## config.mk

```make
export PLATFORM = sky130hd
export DESIGN_NAME = blit_engine
export DESIGN_NICKNAME = d
export VERILOG_FILES = /design/src/rtl/blit_engine.v /design/src/rtl/blit_fifo.v
export VERILOG_INCLUDE_DIRS = /design/src /design/src/rtl
export SDC_FILE = /design/constraint.sdc
export NUM_CORES = 2
export LEC_CHECK = 0
export BUFFER_PORTS_ARGS = -buffer_cell sky130_fd_sc_hd__buf_2
export CAP_MARGIN = 20
export CORE_ASPECT_RATIO = 1.4
export CORE_MARGIN = 4
export CORE_UTILIZATION = 58
export CTS_CLUSTER_DIAMETER = 60
export DETAILED_ROUTE_END_ITERATION = 10
export HOLD_SLACK_MARGIN = 0.15
export PLACE_DENSITY = 0.76
export SYNTH_ARGS = -nofsm -noshare
export SYNTH_HDL_FRONTEND = slang
export SYNTH_SLANG_ARGS = --single-unit
```

## constraint.sdc

```tcl
create_clock -name aclk -period 9.94 [get_ports aclk]
set_input_delay 1.988 -clock aclk [delete_from_list [all_inputs] [get_ports aclk]]
set_output_delay 1.988 -clock aclk [all_outputs]
set_load 0.02 [all_outputs]
```

## src/rtl/blit_consts.vh

```
// Summary of operation
// - Code 1011b blends host-written first source with second source from memory.
// - Code 1100b fills every destination pixel with the colour register value.
// - Code 1110b reads first source, expands colour, writes destination.
// - Code 1111b writes foreground for one bits and skips zero bits.
// - First source and destination depth: 00 8bpp, 01 16bpp, 1x 24bpp.
// - Second source depth: 000 8bpp, 001 16bpp, 010 24bpp.
// - Second source code 011 turns its start address into a constant colour.
// - Second source codes 100 and 101 give per-pixel alpha, 8/16-bit pixels.
// - First source start built from four bytes, low first, bits 1:0 zero.
// - First source left edge is 13 bits over two bytes, top three unused.
`ifndef BLIT_CONSTS_VH
`define BLIT_CONSTS_VH

// ****************************************
// Register indices; byte address is 4x.
// ****************************************
`define IX_OPCODE 10'h091
`define IX_DEPTHS 10'h092
`define IX_S0A0 10'h093
`define IX_S0A1 10'h094
`define IX_S0A2 10'h095
`define IX_S0A3 10'h096
`define IX_S0W0 10'h097
`define IX_S0W1 10'h098
`define IX_S0X0 10'h099
`define IX_S0X1 10'h09A
`define IX_CTRL 10'h0C0
`define IX_COUNT 10'h0C1
`define IX_FG 10'h0C2
`define IX_DEST 10'h0C3
`define IX_HOST 10'h0C4
`define IX_ALPHA 10'h0C5
`define IX_S1A 10'h0C6

// ****************************************
// Fields and codes.
// ****************************************
`define F_S0D 6:5
`define F_S1D 4:2
`define F_DD 1:0
`define F_ALPHA 31:24
`define OP_OPACITY 4'hB
`define OP_FILL 4'hC
`define OP_EXPAND 4'hE
`define OP_EXPAND_KEY 4'hF
`define D_8 2'h0
`define D_16 2'h1
`define S1_CONST 3'h3
`define S1_A8 3'h4
`define S1_A16 3'h5
`define RESP_OKAY 2'h0
`define RESP_SLVERR 2'h2
`define ALPHA_FULL 8'hFF

`endif

```

## src/rtl/blit_engine.v

```verilog
// Our own choice: the AXI4-Lite register port.
`timescale 1ns/1ps
`default_nettype none
`include "blit_consts.vh"

module blit_engine #(
  parameter FIFO_DEPTH = 4,
  parameter FIFO_AW = 2
)(
  // Clock, reset and enable
  input wire aclk,
  input wire aresetn,
  input wire ce,
  // AXI4-Lite write
  input wire [11:0] awaddr,
  input wire awvalid,
  output wire awready,
  input wire [31:0] wdata,
  input wire [3:0] wstrb,
  input wire wvalid,
  output wire wready,
  output reg [1:0] bresp,
  output reg bvalid,
  input wire bready,
  // AXI4-Lite read
  input wire [11:0] araddr,
  input wire arvalid,
  output wire arready,
  output reg [31:0] rdata,
  output reg [1:0] rresp,
  output reg rvalid,
  input wire rready,
  // Display memory
  output reg mem_req,
  output reg mem_we,
  output reg [31:0] mem_addr,
  output reg [23:0] mem_wdata,
  input wire mem_ack,
  input wire [23:0] mem_rdata
);

  localparam ST_IDLE = 3'b000;
  localparam ST_SRC = 3'b001;
  localparam ST_SRC1 = 3'b010;
  localparam ST_WRITE = 3'b011;
  localparam ST_NEXT = 3'b100;

  // ****************************************
  // Colour helpers and bus index decode
  // ****************************************

  // Widen a stored pixel to 8 bits per channel.
  function [23:0] expand;
    input [23:0] p;
    input [1:0] d;
    begin
      if (d == `D_8)
        expand = {p[7:5], p[7:5], p[7:6], p[4:2], p[4:2], p[4:3],
          p[1:0], p[1:0], p[1:0], p[1:0]};
      else if (d == `D_16)
        expand = {p[15:11], p[15:13], p[10:5], p[10:9], p[4:0], p[4:2]};
      else
        expand = p;
    end
  endfunction

  // Narrow an 8-bit-per-channel colour to the destination format.
  function [23:0] pack;
    input [23:0] c;
    input [1:0] d;
    begin
      if (d == `D_8)
        pack = {16'h0000, c[23:21], c[15:13], c[7:6]};
      else if (d == `D_16)
        pack = {8'h00, c[23:19], c[15:10], c[7:3]};
      else
        pack = c;
    end
  endfunction

  // Bytes one pixel takes in memory.
  function [31:0] step;
    input [1:0] d;
    begin
      step = (d == `D_8) ? 32'h1 : (d == `D_16) ? 32'h2 : 32'h3;
    end
  endfunction

  // One channel of the blend; a full alpha keeps the first source.
  function [7:0] mix;
    input [7:0] a;
    input [7:0] b;
    input [7:0] al;
    reg [16:0] s;
    begin
      s = a * al + b * (`ALPHA_FULL - al) + {9'h0, `ALPHA_FULL};
      mix = s[15:8];
    end
  endfunction

  // Indices that answer on the bus.
  function mapped;
    input [9:0] ix;
    begin
      mapped = (ix >= `IX_OPCODE && ix <= `IX_S0X1) ||
        (ix >= `IX_CTRL && ix <= `IX_S1A);
    end
  endfunction

  // ****************************************
  // Registers
  // ****************************************
  reg [3:0] opcode;
  reg [1:0] s0_depth;
  reg [2:0] s1_depth;
  reg [1:0] dst_depth;
  reg [29:0] s0_start;
  reg [10:0] s0_width;
  reg [12:0] s0_left;
  reg [15:0] count;
  reg [23:0] fg;
  reg [31:0] dest;
  reg [7:0] alpha;
  reg [31:0] s1_start;
  reg aw_full;
  reg w_full;
  reg [9:0] aw_ix;
  reg [31:0] w_data;
  reg [3:0] w_strb;
  reg [2:0] state;
  reg [15:0] left;
  reg [31:0] src_addr;
  reg [31:0] s1_addr;
  reg [31:0] dst_addr;
  reg [23:0] s0_pix;
  reg [23:0] s1_pix;
  reg [7:0] pix_alpha;
  reg [7:0] bits;
  reg [2:0] bit_ix;
  reg [31:0] rd_word;
  reg [23:0] out_pix;
  wire [31:0] mask;
  wire [9:0] rix;
  wire host_wr;
  wire do_wr;
  wire start_req;
  wire busy;
  wire [1:0] s1_fmt;
  wire [7:0] use_alpha;
  wire fifo_in_valid;
  wire fifo_in_ready;
  wire fifo_out_valid;
  wire fifo_out_ready;
  wire [31:0] fifo_out_data;

  // ****************************************
  // Bus slave
  // ****************************************

  // Address and data are held apart, so either may arrive first.
  assign awready = ce & ~aw_full;
  assign wready = ce & ~w_full;
  assign arready = ce & ~rvalid;
  assign rix = araddr[11:2];
  assign host_wr = aw_ix == `IX_HOST;
  // A full FIFO stalls the response, pushing back on the host.
  assign fifo_in_valid = ce & aw_full & w_full & ~bvalid & host_wr;
  assign do_wr = ce & aw_full & w_full & ~bvalid &
    (~host_wr | fifo_in_ready);
  assign mask = {{8{w_strb[3]}}, {8{w_strb[2]}}, {8{w_strb[1]}},
    {8{w_strb[0]}}};
  assign start_req = do_wr & (aw_ix == `IX_CTRL) & w_strb[0] & w_data[0];
  assign busy = state != ST_IDLE;

  // Write channel bookkeeping and the response.
  always @(posedge aclk)
  begin
    if (!aresetn)
    begin
      aw_full <= 1'b0;
      w_full <= 1'b0;
      aw_ix <= 10'h000;
      w_data <= 32'h0000_0000;
      w_strb <= 4'h0;
      bvalid <= 1'b0;
      bresp <= `RESP_OKAY;
    end
    else if (ce)
    begin
      if (awvalid && awready)
      begin
        aw_full <= 1'b1;
        aw_ix <= awaddr[11:2];
      end
      if (wvalid && wready)
      begin
        w_full <= 1'b1;
        w_data <= wdata;
        w_strb <= wstrb;
      end
      if (do_wr)
      begin
        aw_full <= 1'b0;
        w_full <= 1'b0;
        bvalid <= 1'b1;
        bresp <= mapped(aw_ix) ? `RESP_OKAY : `RESP_SLVERR;
      end
      else if (bvalid && bready)
        bvalid <= 1'b0;
    end
  end

  // Register writes; byte registers take lane 0 only.
  always @(posedge aclk)
  begin
    if (!aresetn)
    begin
      opcode <= 4'h0;
      s0_depth <= 2'h0;
      s1_depth <= 3'h0;
      dst_depth <= 2'h0;
      s0_start <= 30'h0000_0000;
      s0_width <= 11'h000;
      s0_left <= 13'h0000;
      count <= 16'h0000;
      fg <= 24'h00_0000;
      dest <= 32'h0000_0000;
      alpha <= 8'h00;
      s1_start <= 32'h0000_0000;
    end
    else if (do_wr)
    begin
      if (w_strb[0])
      begin
        if (aw_ix == `IX_OPCODE)
          opcode <= w_data[3:0];
        else if (aw_ix == `IX_DEPTHS)
        begin
          s0_depth <= w_data[`F_S0D];
          s1_depth <= w_data[`F_S1D];
          dst_depth <= w_data[`F_DD];
        end
        else if (aw_ix == `IX_S0A0)
          s0_start[5:0] <= w_data[7:2];
        else if (aw_ix == `IX_S0A1)
          s0_start[13:6] <= w_data[7:0];
        else if (aw_ix == `IX_S0A2)
          s0_start[21:14] <= w_data[7:0];
        else if (aw_ix == `IX_S0A3)
          s0_start[29:22] <= w_data[7:0];
        else if (aw_ix == `IX_S0W0)
          s0_width[5:0] <= w_data[7:2];
        else if (aw_ix == `IX_S0W1)
          s0_width[10:6] <= w_data[4:0];
        else if (aw_ix == `IX_S0X0)
          s0_left[7:0] <= w_data[7:0];
        else if (aw_ix == `IX_S0X1)
          s0_left[12:8] <= w_data[4:0];
        else if (aw_ix == `IX_ALPHA)
          alpha <= w_data[7:0];
      end
      if (aw_ix == `IX_COUNT)
        count <= (count & ~mask[15:0]) | (w_data[15:0] & mask[15:0]);
      else if (aw_ix == `IX_FG)
        fg <= (fg & ~mask[23:0]) | (w_data[23:0] & mask[23:0]);
      else if (aw_ix == `IX_DEST)
        dest <= (dest & ~mask) | (w_data & mask);
      else if (aw_ix == `IX_S1A)
        s1_start <= (s1_start & ~mask) | (w_data & mask);
    end
  end

  // Read data; unused bits come back as zero.
  always @*
  begin
    rd_word = 32'h0000_0000;
    if (rix == `IX_OPCODE)
      rd_word[3:0] = opcode;
    else if (rix == `IX_DEPTHS)
      rd_word[7:0] = {1'b0, s0_depth, s1_depth, dst_depth};
    else if (rix == `IX_S0A0)
      rd_word[7:0] = {s0_start[5:0], 2'b00};
    else if (rix == `IX_S0A1)
      rd_word[7:0] = s0_start[13:6];
    else if (rix == `IX_S0A2)
      rd_word[7:0] = s0_start[21:14];
    else if (rix == `IX_S0A3)
      rd_word[7:0] = s0_start[29:22];
    else if (rix == `IX_S0W0)
      rd_word[7:0] = {s0_width[5:0], 2'b00};
    else if (rix == `IX_S0W1)
      rd_word[4:0] = s0_width[10:6];
    else if (rix == `IX_S0X0)
      rd_word[7:0] = s0_left[7:0];
    else if (rix == `IX_S0X1)
      rd_word[4:0] = s0_left[12:8];
    else if (rix == `IX_CTRL)
      rd_word[0] = busy;
    else if (rix == `IX_COUNT)
      rd_word = {left, count};
    else if (rix == `IX_FG)
      rd_word[23:0] = fg;
    else if (rix == `IX_DEST)
      rd_word = dest;
    else if (rix == `IX_ALPHA)
      rd_word[7:0] = alpha;
    else if (rix == `IX_S1A)
      rd_word = s1_start;
  end

  // Read answer one edge after the address is taken.
  always @(posedge aclk)
  begin
    if (!aresetn)
    begin
      rvalid <= 1'b0;
      rdata <= 32'h0000_0000;
      rresp <= `RESP_OKAY;
    end
    else if (ce)
    begin
      if (arvalid && arready)
      begin
        rvalid <= 1'b1;
        rdata <= rd_word;
        rresp <= mapped(rix) ? `RESP_OKAY : `RESP_SLVERR;
      end
      else if (rvalid && rready)
        rvalid <= 1'b0;
    end
  end

  // ****************************************
  // Transfer engine
  // ****************************************

  // Host words for the first source queue here.
  blit_fifo #(
    .WIDTH(32),
    .DEPTH(FIFO_DEPTH),
    .AW(FIFO_AW)
  ) u_fifo (
    .aclk(aclk),
    .aresetn(aresetn),
    .ce(ce),
    .in_valid(fifo_in_valid),
    .in_ready(fifo_in_ready),
    .in_data(w_data),
    .out_valid(fifo_out_valid),
    .out_ready(fifo_out_ready),
    .out_data(fifo_out_data)
  );

  assign fifo_out_ready = ce & (state == ST_SRC) &
    (opcode == `OP_OPACITY);
  // Alpha modes read 8 or 16 bit second source pixels.
  assign s1_fmt = s1_depth[2] ? {1'b0, s1_depth[0]} : s1_depth[1:0];
  assign use_alpha = (s1_depth == `S1_A8 || s1_depth == `S1_A16) ?
    pix_alpha : alpha;

  // Value written to the destination pixel.
  always @*
  begin
    out_pix = s0_pix;
    if (opcode == `OP_FILL || opcode == `OP_EXPAND_KEY)
      out_pix = fg;
    else if (opcode == `OP_OPACITY)
      out_pix = {mix(s0_pix[23:16], s1_pix[23:16], use_alpha),
        mix(s0_pix[15:8], s1_pix[15:8], use_alpha),
        mix(s0_pix[7:0], s1_pix[7:0], use_alpha)};
  end

  // Pixels run linearly from the start addresses, one at a time.
  always @(posedge aclk)
  begin
    if (!aresetn)
    begin
      state <= ST_IDLE;
      left <= 16'h0000;
      src_addr <= 32'h0000_0000;
      s1_addr <= 32'h0000_0000;
      dst_addr <= 32'h0000_0000;
      s0_pix <= 24'h00_0000;
      s1_pix <= 24'h00_0000;
      pix_alpha <= 8'h00;
      bits <= 8'h00;
      bit_ix <= 3'h0;
      mem_req <= 1'b0;
      mem_we <= 1'b0;
      mem_addr <= 32'h0000_0000;
      mem_wdata <= 24'h00_0000;
    end
    else if (ce)
    begin
      case (state)
        ST_IDLE:
          if (start_req && count != 16'h0000)
          begin
            left <= count;
            src_addr <= {s0_start, 2'b00};
            s1_addr <= s1_start;
            dst_addr <= dest;
            bit_ix <= 3'h0;
            // Reserved and other codes end at once with no write.
            if (opcode == `OP_FILL)
              state <= ST_WRITE;
            else if (opcode == `OP_OPACITY || opcode == `OP_EXPAND ||
              opcode == `OP_EXPAND_KEY)
              state <= ST_SRC;
          end
        ST_SRC:
          if (opcode == `OP_OPACITY)
          begin
            if (fifo_out_valid)
            begin
              s0_pix <= expand(fifo_out_data[23:0], s0_depth);
              pix_alpha <= fifo_out_data[`F_ALPHA];
              // A constant second source needs no memory read.
              if (s1_depth == `S1_CONST)
              begin
                s1_pix <= {s1_start[7:0], s1_start[15:8],
                  s1_start[23:16]};
                state <= ST_WRITE;
              end
              else
                state <= ST_SRC1;
            end
          end
          else if (!mem_req)
          begin
            mem_req <= 1'b1;
            mem_we <= 1'b0;
            mem_addr <= src_addr;
          end
          else if (mem_ack)
          begin
            mem_req <= 1'b0;
            if (opcode == `OP_EXPAND_KEY)
            begin
              bits <= mem_rdata[7:0];
              src_addr <= src_addr + 32'h1;
            end
            else
            begin
              s0_pix <= expand(mem_rdata, s0_depth);
              src_addr <= src_addr + step(s0_depth);
            end
            state <= ST_WRITE;
          end
        ST_SRC1:
          if (!mem_req)
          begin
            mem_req <= 1'b1;
            mem_we <= 1'b0;
            mem_addr <= s1_addr;
          end
          else if (mem_ack)
          begin
            mem_req <= 1'b0;
            s1_pix <= expand(mem_rdata, s1_fmt);
            s1_addr <= s1_addr + step(s1_fmt);
            state <= ST_WRITE;
          end
        ST_WRITE:
          if (opcode == `OP_EXPAND_KEY && !bits[bit_ix])
          begin
            dst_addr <= dst_addr + step(dst_depth);
            state <= ST_NEXT;
          end
          else if (!mem_req)
          begin
            mem_req <= 1'b1;
            mem_we <= 1'b1;
            mem_addr <= dst_addr;
            mem_wdata <= pack(out_pix, dst_depth);
          end
          else if (mem_ack)
          begin
            mem_req <= 1'b0;
            mem_we <= 1'b0;
            dst_addr <= dst_addr + step(dst_depth);
            state <= ST_NEXT;
          end
        ST_NEXT:
        begin
          left <= left - 16'h0001;
          bit_ix <= bit_ix + 3'h1;
          if (left == 16'h0001)
            state <= ST_IDLE;
          else if (opcode == `OP_FILL ||
            (opcode == `OP_EXPAND_KEY && bit_ix != 3'h7))
            state <= ST_WRITE;
          else
            state <= ST_SRC;
        end
        default:
          state <= ST_IDLE;
      endcase
    end
  end

endmodule // blit_engine

`default_nettype wire

```

## src/rtl/blit_fifo.v

```verilog
`timescale 1ns/1ps
`default_nettype none

module blit_fifo #(
  parameter WIDTH = 32,
  parameter DEPTH = 4,
  parameter AW = 2
)(
  // Clock, reset and enable
  input wire aclk,
  input wire aresetn,
  input wire ce,
  // Filling side
  input wire in_valid,
  output wire in_ready,
  input wire [WIDTH-1:0] in_data,
  // Draining side
  output wire out_valid,
  input wire out_ready,
  output wire [WIDTH-1:0] out_data
);

  reg [WIDTH-1:0] mem [0:DEPTH-1];
  reg [AW-1:0] wr_ptr;
  reg [AW-1:0] rd_ptr;
  reg [AW:0] fill;
  wire push;
  wire pop;

  // Ready and valid are gated by the enable so a frozen FIFO moves nothing.
  assign in_ready = ce & (fill != DEPTH[AW:0]);
  assign out_valid = ce & (fill != {(AW+1){1'b0}});
  assign push = in_valid & in_ready;
  assign pop = out_valid & out_ready;
  assign out_data = mem[rd_ptr];

  // Pointers wrap by hand so DEPTH need not be a power of two.
  always @(posedge aclk)
  begin
    if (!aresetn)
    begin
      wr_ptr <= {AW{1'b0}};
      rd_ptr <= {AW{1'b0}};
      fill <= {(AW+1){1'b0}};
    end
    else if (ce)
    begin
      if (push)
      begin
        mem[wr_ptr] <= in_data;
        wr_ptr <= (wr_ptr == DEPTH[AW-1:0] - 1'b1) ? {AW{1'b0}} :
          wr_ptr + 1'b1;
      end
      if (pop)
        rd_ptr <= (rd_ptr == DEPTH[AW-1:0] - 1'b1) ? {AW{1'b0}} :
          rd_ptr + 1'b1;
      if (push && !pop)
        fill <= fill + 1'b1;
      else if (pop && !push)
        fill <= fill - 1'b1;
    end
  end

endmodule // blit_fifo

`default_nettype wire

```

; ---- Word-level counts from Yosys, hierarchy flattened
; Memory sizes are Yosys's and may differ from the RTL's. A register that Yosys moved wholly into a read port is not among the register bits.
; Index checks and enable logic that the tools add are counted.
[totals]
reg_bits = 510
rom_bits = 0
output_inout_bits = 99
in_bits = 93
mem_bits_rw = 128
word_cells = 445
latchBits = 0
n_memories = 1
[mem_list]
columns = name, depth, word_bits, read_ports, rd_clocked_by_memory_dff, write_ports, line
row1 = u_fifo.mem, 4, 32, 1, 1, 1, blit_fifo.v:23  ; reg [WIDTH-1:0] mem [0:DEPTH-1];
[op_classes]
muxes = 160
n_eq_ne = 72
n_mul = 6
add_sub_neg = 17
n_reduce_logical = 83
bitwise_logic = 53
n_div = 0
shifts = 0
magnitude_cmp = 9
[op_table]
columns = operator, n
row1 = $mux W32, 31
row2 = $mux W24, 29
row3 = $mux W31, 11
row4 = $eq A10 B8 Y1 const B, 33
row5 = $mux W27, 11
row6 = $pmux W32 S2, 3
row7 = $add A32 B2 Y32, 3
row8 = $and A32 B32 Y32, 3
row9 = $pmux W32 S3, 1
row10 = $mux W8, 10
row11 = $or A32 B32 Y32, 2
row12 = $add A16 B16 Y16, 3
row13 = $add A16 B8 Y16 const B, 3
row14 = $and A24 B24 Y24, 2
row15 = $mul A8 B8 Y16, 3
row16 = $pmux W24 S2, 1
row17 = $ge A10 B8 Y1 const B, 4
row18 = $le A10 B8 Y1 const B, 4
row19 = $mux W3, 13
row20 = $mul A8 B17 Y16, 2
row21 = $add A32 B1 Y32 const B, 1
row22 = $and A16 B16 Y16, 2
row23 = $not A32 Y32, 1
row24 = $pmux W16 S2, 1
row25 = 55 further kinds, 223

; ---- Longest topological paths before layout
[logic_depth]
word_depth = 47
mapped_depth = 27
mapped_depth_nobuf = 24

; ---- By module
; Synthesis repeated with hierarchy kept, for this count alone.
[hier_totals]
hier_cells = 5097
area_unflattened_um2 = 43585.6
[by_module_without_submodules]
columns = module, instances, cells_per_inst, seq_area_each_um2, area_each_um2
row1 = blit_engine, 1, 4876, 10029.6, 38421.8
row2 = blit_fifo, 1, 221, 4023.9, 5163.7

; ---- Least setup slack after synthesis
; Ideal clock, no wire load.
[synth_path]
path_type = register to register
start = register s1_depth[2]
end = register mem_wdata[15]
arrival_time_ns = 7.045
path_slack_ns = 2.772
path_stages_with_launch = 26
period_less_slack_ns = 7.168
setup_time_ns = 0.123
required_ns = 9.817
path_buffers = 3
path_cell_list = dfxtp_1 > nor2b_1 > buf_4 > buf_1 > mux2i_1 > clkbuf_1 > nand2_1 > fa_1 > inv_1 > fa_1 > fa_1 > fa_1 > fa_1 > inv_1 > fa_1 > inv_1 > ha_1 > or4_1 > a21o_1 > a211o_1 > nand3_2 > a21boi_2 > or3_1 > a31o_1 > a221oi_1 > nor2_1
[synth_between]
elab_chain_cells = 11
elab_cells_between_ends = 17
classes_between = add/sub (5) / mul (4) / eq/ne (2) / mux (5) / reduce/logical (1)
[synth_lines]
columns = item, line
row1 = "start, declared", blit_engine.v:115  ; reg [2:0] s1_depth;
row2 = "start signal, assigned", blit_engine.v:240  ; s1_depth <= w_data[`F_S1D];
row3 = $eq A3 B3 Y1 (no line), --
row4 = $logic_or A1 B1 Y1 (no line) *, --
row5 = $mux W8 *, blit_engine.v:358  ; assign use_alpha = (s1_depth == `S1_A8 || s1_depth == `S1_A16) ?
row6 = $sub A8 B8 Y9 (no line), --
row7 = $mul A8 B17 Y16, blit_engine.v:96  ; s = a * al + b * (`ALPHA_FULL - al) + {9'h0, `ALPHA_FULL};
row8 = $add A16 B16 Y16, blit_engine.v:96
row9 = $add A16 B8 Y16, blit_engine.v:96
row10 = $mux W24 *, blit_engine.v:367  ; else if (opcode == `OP_OPACITY)
row11 = $mux W24 *, blit_engine.v:365  ; if (opcode == `OP_FILL || opcode == `OP_EXPAND_KEY)
row12 = $mux W24 *, blit_engine.v:74  ; else if (d == `D_16)
row13 = $mux W24 *, blit_engine.v:72  ; if (d == `D_8)
row14 = "end signal, assigned", blit_engine.v:475  ; mem_wdata <= pack(out_pix, dst_depth);
row15 = "end, declared", blit_engine.v:37  ; output reg [23:0] mem_wdata,
; Mark *: on every way between the ends. The rest lies on a longest branch, timed or not.
; A chain may end at the register's enable or synchronous reset.

; ---- Worst setup path after layout
[layout_path]
start = register s1_depth[2]
end = register mem_wdata[5]
[layout_between]
elab_chain_cells = 11
elab_cells_between_ends = 21
classes_between = add/sub (7) / mul (6) / eq/ne (2) / mux (5) / reduce/logical (1)
[layout_lines]
columns = item, line
row1 = $eq A3 B3 Y1 (no line), --
row2 = $logic_or A1 B1 Y1 (no line) *, --
row3 = $mux W8 *, blit_engine.v:358
row4 = $sub A8 B8 Y9 (no line), --
row5 = $mul A8 B17 Y16 or $mul A9 B9 Y16 (tied branches), blit_engine.v:96
row6 = $add A16 B16 Y16, blit_engine.v:96
row7 = $add A16 B8 Y16, blit_engine.v:96
row8 = $mux W24 *, blit_engine.v:367
row9 = $mux W24 *, blit_engine.v:365
row10 = $mux W24, blit_engine.v:74
row11 = $mux W24 *, blit_engine.v:72
; Marked as above.

==> flow_summary.toml <==
[clocking]
htreeDepth = 2
cts_tree = "built"
path_clk_slew_ns = 0.07
cts_root_buf = "clkbuf_16"
post_cts_buffers = 0
holdBufCountCts = 0
insertion_delay_ns = 0.67
clkSinkCount = 638
cts_buffers = 58
clock_path_buffers = 3
ctsResizeCount = 0

[timing]
setup_tns_ns = 0
finClkSkew_ns = 0.0264
setup_viol = 0
worst_pin_slew_ns = 1.28
finalHoldViolCount = 0
slew_violations = 0
post-route-period-util_pct = 82.3
rsz0062_at_grt = "false"
slew-limit-headroom_pct = 14.6
max_freq_mhz = 122
final.hold.worst_slack_ns = 0.455
fin_crit_ns = 8.18

[pwr]
pwr-share-comb_pct = 3.0
p_int_mw = 4.10
clockPowerShare_pct = 46.8
switching_share_pct = 23.2
irDropWorstVdd_uv = 152
p_sw_mw = 1.24
total_leakage_power_nw = 18.9
power_density_nw_per_um2 = 115
seq_power_share_pct = 50.3

[synth]
syn_area_per_cell_um2 = 8.54
ys_seq_area_share_pct = 32.5
synth_cell_types = 100
synthFlopType = "dfxtp_1"
synth-async-reset-ratio_pct = 0
syn_area_um2 = 43200
ys_ff_latch = 638
synthesis.instances = 5065
synth_warnings = 0
synth_edf_count = 128

[cells_and_area]
seq_area_um2 = 14100
layout.nets = 5603
fillers = 6314
multi_input_area_um2 = 26400
syn_to_final_growth_pct = 7.91
layout-drive-gt1-share_pct = 9.25

[floorplan]
num_rows = 118
die_width_um = 239
die-area_um2 = 79100
core_area_um2 = 74000
initial_core_util_pct = 58.5
pin_count = 192
die_h_um = 331

[worst_setup_path]
crit_type = "register to register"
startpoint_type = "register"
worst_setup_path_end_kind = "register"
crit_start = "s1_depth[2]$_SDFFE_PN0P_"
cp.required_ns = 10.43
worst_r2r_path_depth = 24
crit_fanout = 24
r2r_start = "s1_depth[2]$_SDFFE_PN0P_"
cp_data_arrival_time_ns = 8.67

[placement]
hpwl_um = 107000
port_buffers = 185
gp_congestion = 0.991

[routing]
first_iter_violations = 3924
antenna_left = 0
avgViaCountPerCell = 6.32
drc = 0
first_pass_iters = 7
vias = 38200
finalWirelength_um = 145000
wl_per_cell_um = 24.0

[grt]
grt_max_degree = 126
antenna_found_initial = 5
grt_usage_pct = 35.9
overflow = 0
grt_pass1_vias = 36400
grt_pass1_wl_um = 217000

[status]
status = "complete, no violations"

[min_path]
hp-start = "aw_ix[7]$_SDFFE_PN0P_"
hp-class = "register to register"
worstHoldPathCells = 2

[flow_run]
drv_cap = 0
[cell usage after synthesis, types with 7 or more instances]
cell type	n	area (um2)
nand2_1	685	2570
a21oi_1	522	2610
dfxtp_1	510	10200
nor2_1	472	1770
inv_1	408	1530
fa_1	310	6210
clkbuf_1	271	1020
o21ai_0	267	1340
and2_1	205	1280
ha_1	179	2240
nand3_1	148	741
mux2i_1	129	1290
edfxtp_1	128	3840
a211oi_1	84	631
nor3_1	67	335
o211ai_1	41	308
buf_2	39	195
and3_1	38	238
nor2b_1	35	219
mux4_2	34	766
a22oi_1	33	248
a31oi_1	33	206
a222oi_1	29	290
buf_1	26	97.6
a221oi_1	24	210
nand4_1	23	144
nor4_1	22	138
xnor2_1	21	184
nand2b_1	20	125
a311oi_1	17	149
a21o_1	15	113
or2_2	14	87.6
mux2_2	13	146
or3_1	13	81.3
o31ai_1	12	90.1
o221a_2	11	124
xor2_1	11	96.3
nand3b_1	10	75.1
nor3b_1	9	67.6
o221ai_1	7	61.3
o22ai_1	7	43.8
[power by group through the flow]
| stage | sequential, mW | clock (mW) | combinational, mW |
|---|---|---|---|
| 2_1_floorplan | 2.72 | 0 | 0.0972 |
| 3_3_place_gp | 2.74 | 0 | 0.153 |
| 3_5_place_dp | 2.74 | 0 | 0.154 |
| 4_1_cts | 2.68 | 2.51 | 0.155 |
| 5_1_grt | 2.68 | 2.61 | 0.170 |
| 6_report | 2.69 | 2.50 | 0.159 |
[through the flow]
step	setup WS (ns)	total power [mW]	cell area (um2)	std cells	utilization, %
2_1_floorplan	2.77	2.81	43300	5068	-
3_3_place_gp	1.92	2.90	44500	5920	60.2
3_5_place_dp	1.87	2.90	44500	5920	60.2
4_1_cts	1.80	5.35	46600	6027	63.0
5_1_grt	1.42	5.47	46600	6029	63.1
6_report	1.76	5.34	46700	6035	63.1
[final cells by class]
type                            instances  area share, %
Clock inverter                         37           1.15
Multi-Input combinational cell       3669           56.5
Clock buffer                           70           3.34
Tap cell                              960           2.57
Sequential cell                       638           30.1
Inverter                              412           3.33
Timing Repair Buffer                  242           2.94
Antenna cell                            7         0.0375
[cells by family (layout without fill, tap and decap cells)]
| kind of cell | Yosys count | after routing | share of synthesized area, % |
|---|---|---|---|
| buffers and inverters | 761 | 761 | 6.83 |
| xor gates and xnor gates | 32 | 32 | 0.648 |
| muxes | 178 | 178 | 5.18 |
| AOI/OAI and AO/OA | 1171 | 1171 | 16.3 |
| other | 1 | 11 | 0.00867 |
| adders and majority gates | 489 | 489 | 19.5 |
| and+or+nand+nor | 1795 | 1795 | 19.0 |
| DFF | 638 | 638 | 32.5 |
[final timing paths]
path,to,slack [ns]
worst max-delay path,mem_wdata[5]$_SDFFE_PN0P_,1.76
worst max register to register,mem_wdata[5]$_SDFFE_PN0P_,1.76
worst min register to register,aw_ix[7]$_SDFFE_PN0P_,0.45
worst min-delay path,aw_ix[7]$_SDFFE_PN0P_,0.45
[critical path, stage by stage (launching register included)]
cell      delay (ns)
dfxtp_1         0.39
nor2b_2         0.81
buf_4           0.28
mux2_2          0.59
and2_1          0.30
fa_1            0.54
inv_1           0.05
fa_1            0.47
fa_1            0.52
inv_1           0.06
fa_1            0.44
fa_1            0.51
inv_1           0.05
fa_1            0.48
inv_1           0.05
ha_1            0.20
or4_1           0.47
a21o_1          0.16
a211o_1         0.35
a41oi_2         0.25
xor2_1          0.18
o21ai_1         0.12
mux2_2          0.32
a222oi_1        0.32
nor2_1          0.07
[routing by layer]
layer  track usage (%)  wire length [um]  vias up  part of all wire (%)
met5                 0                28        -                 0.019
met4              27.7             14600        4                    10
met3              4.86             12000      581                   8.3
met2              58.6             67400     1977                    47
met1              43.1             50800    18400                    35
li1                  -                 -    17200                     -
[cell usage in the layout (no fill, tap or decap), drive strengths merged, types with 20 or more instances in the layout]
master,count
nand2,686
a21oi,524
dfxtp,510
nor2,474
inv,419
fa,310
o21ai,272
buf,241
and2,205
ha,179
nand3,150
mux2i,130
edfxtp,128
a211oi,85
nor3,72
clkbuf,71
o211ai,41
and3,38
nor2b,35
mux4,34
a22oi,33
a31oi,33
a222oi,29
a221oi,25
nand4,23
nor4,23
xnor2,21
nand2b,20
Note: power is estimated with default switching activity, not from simulation.
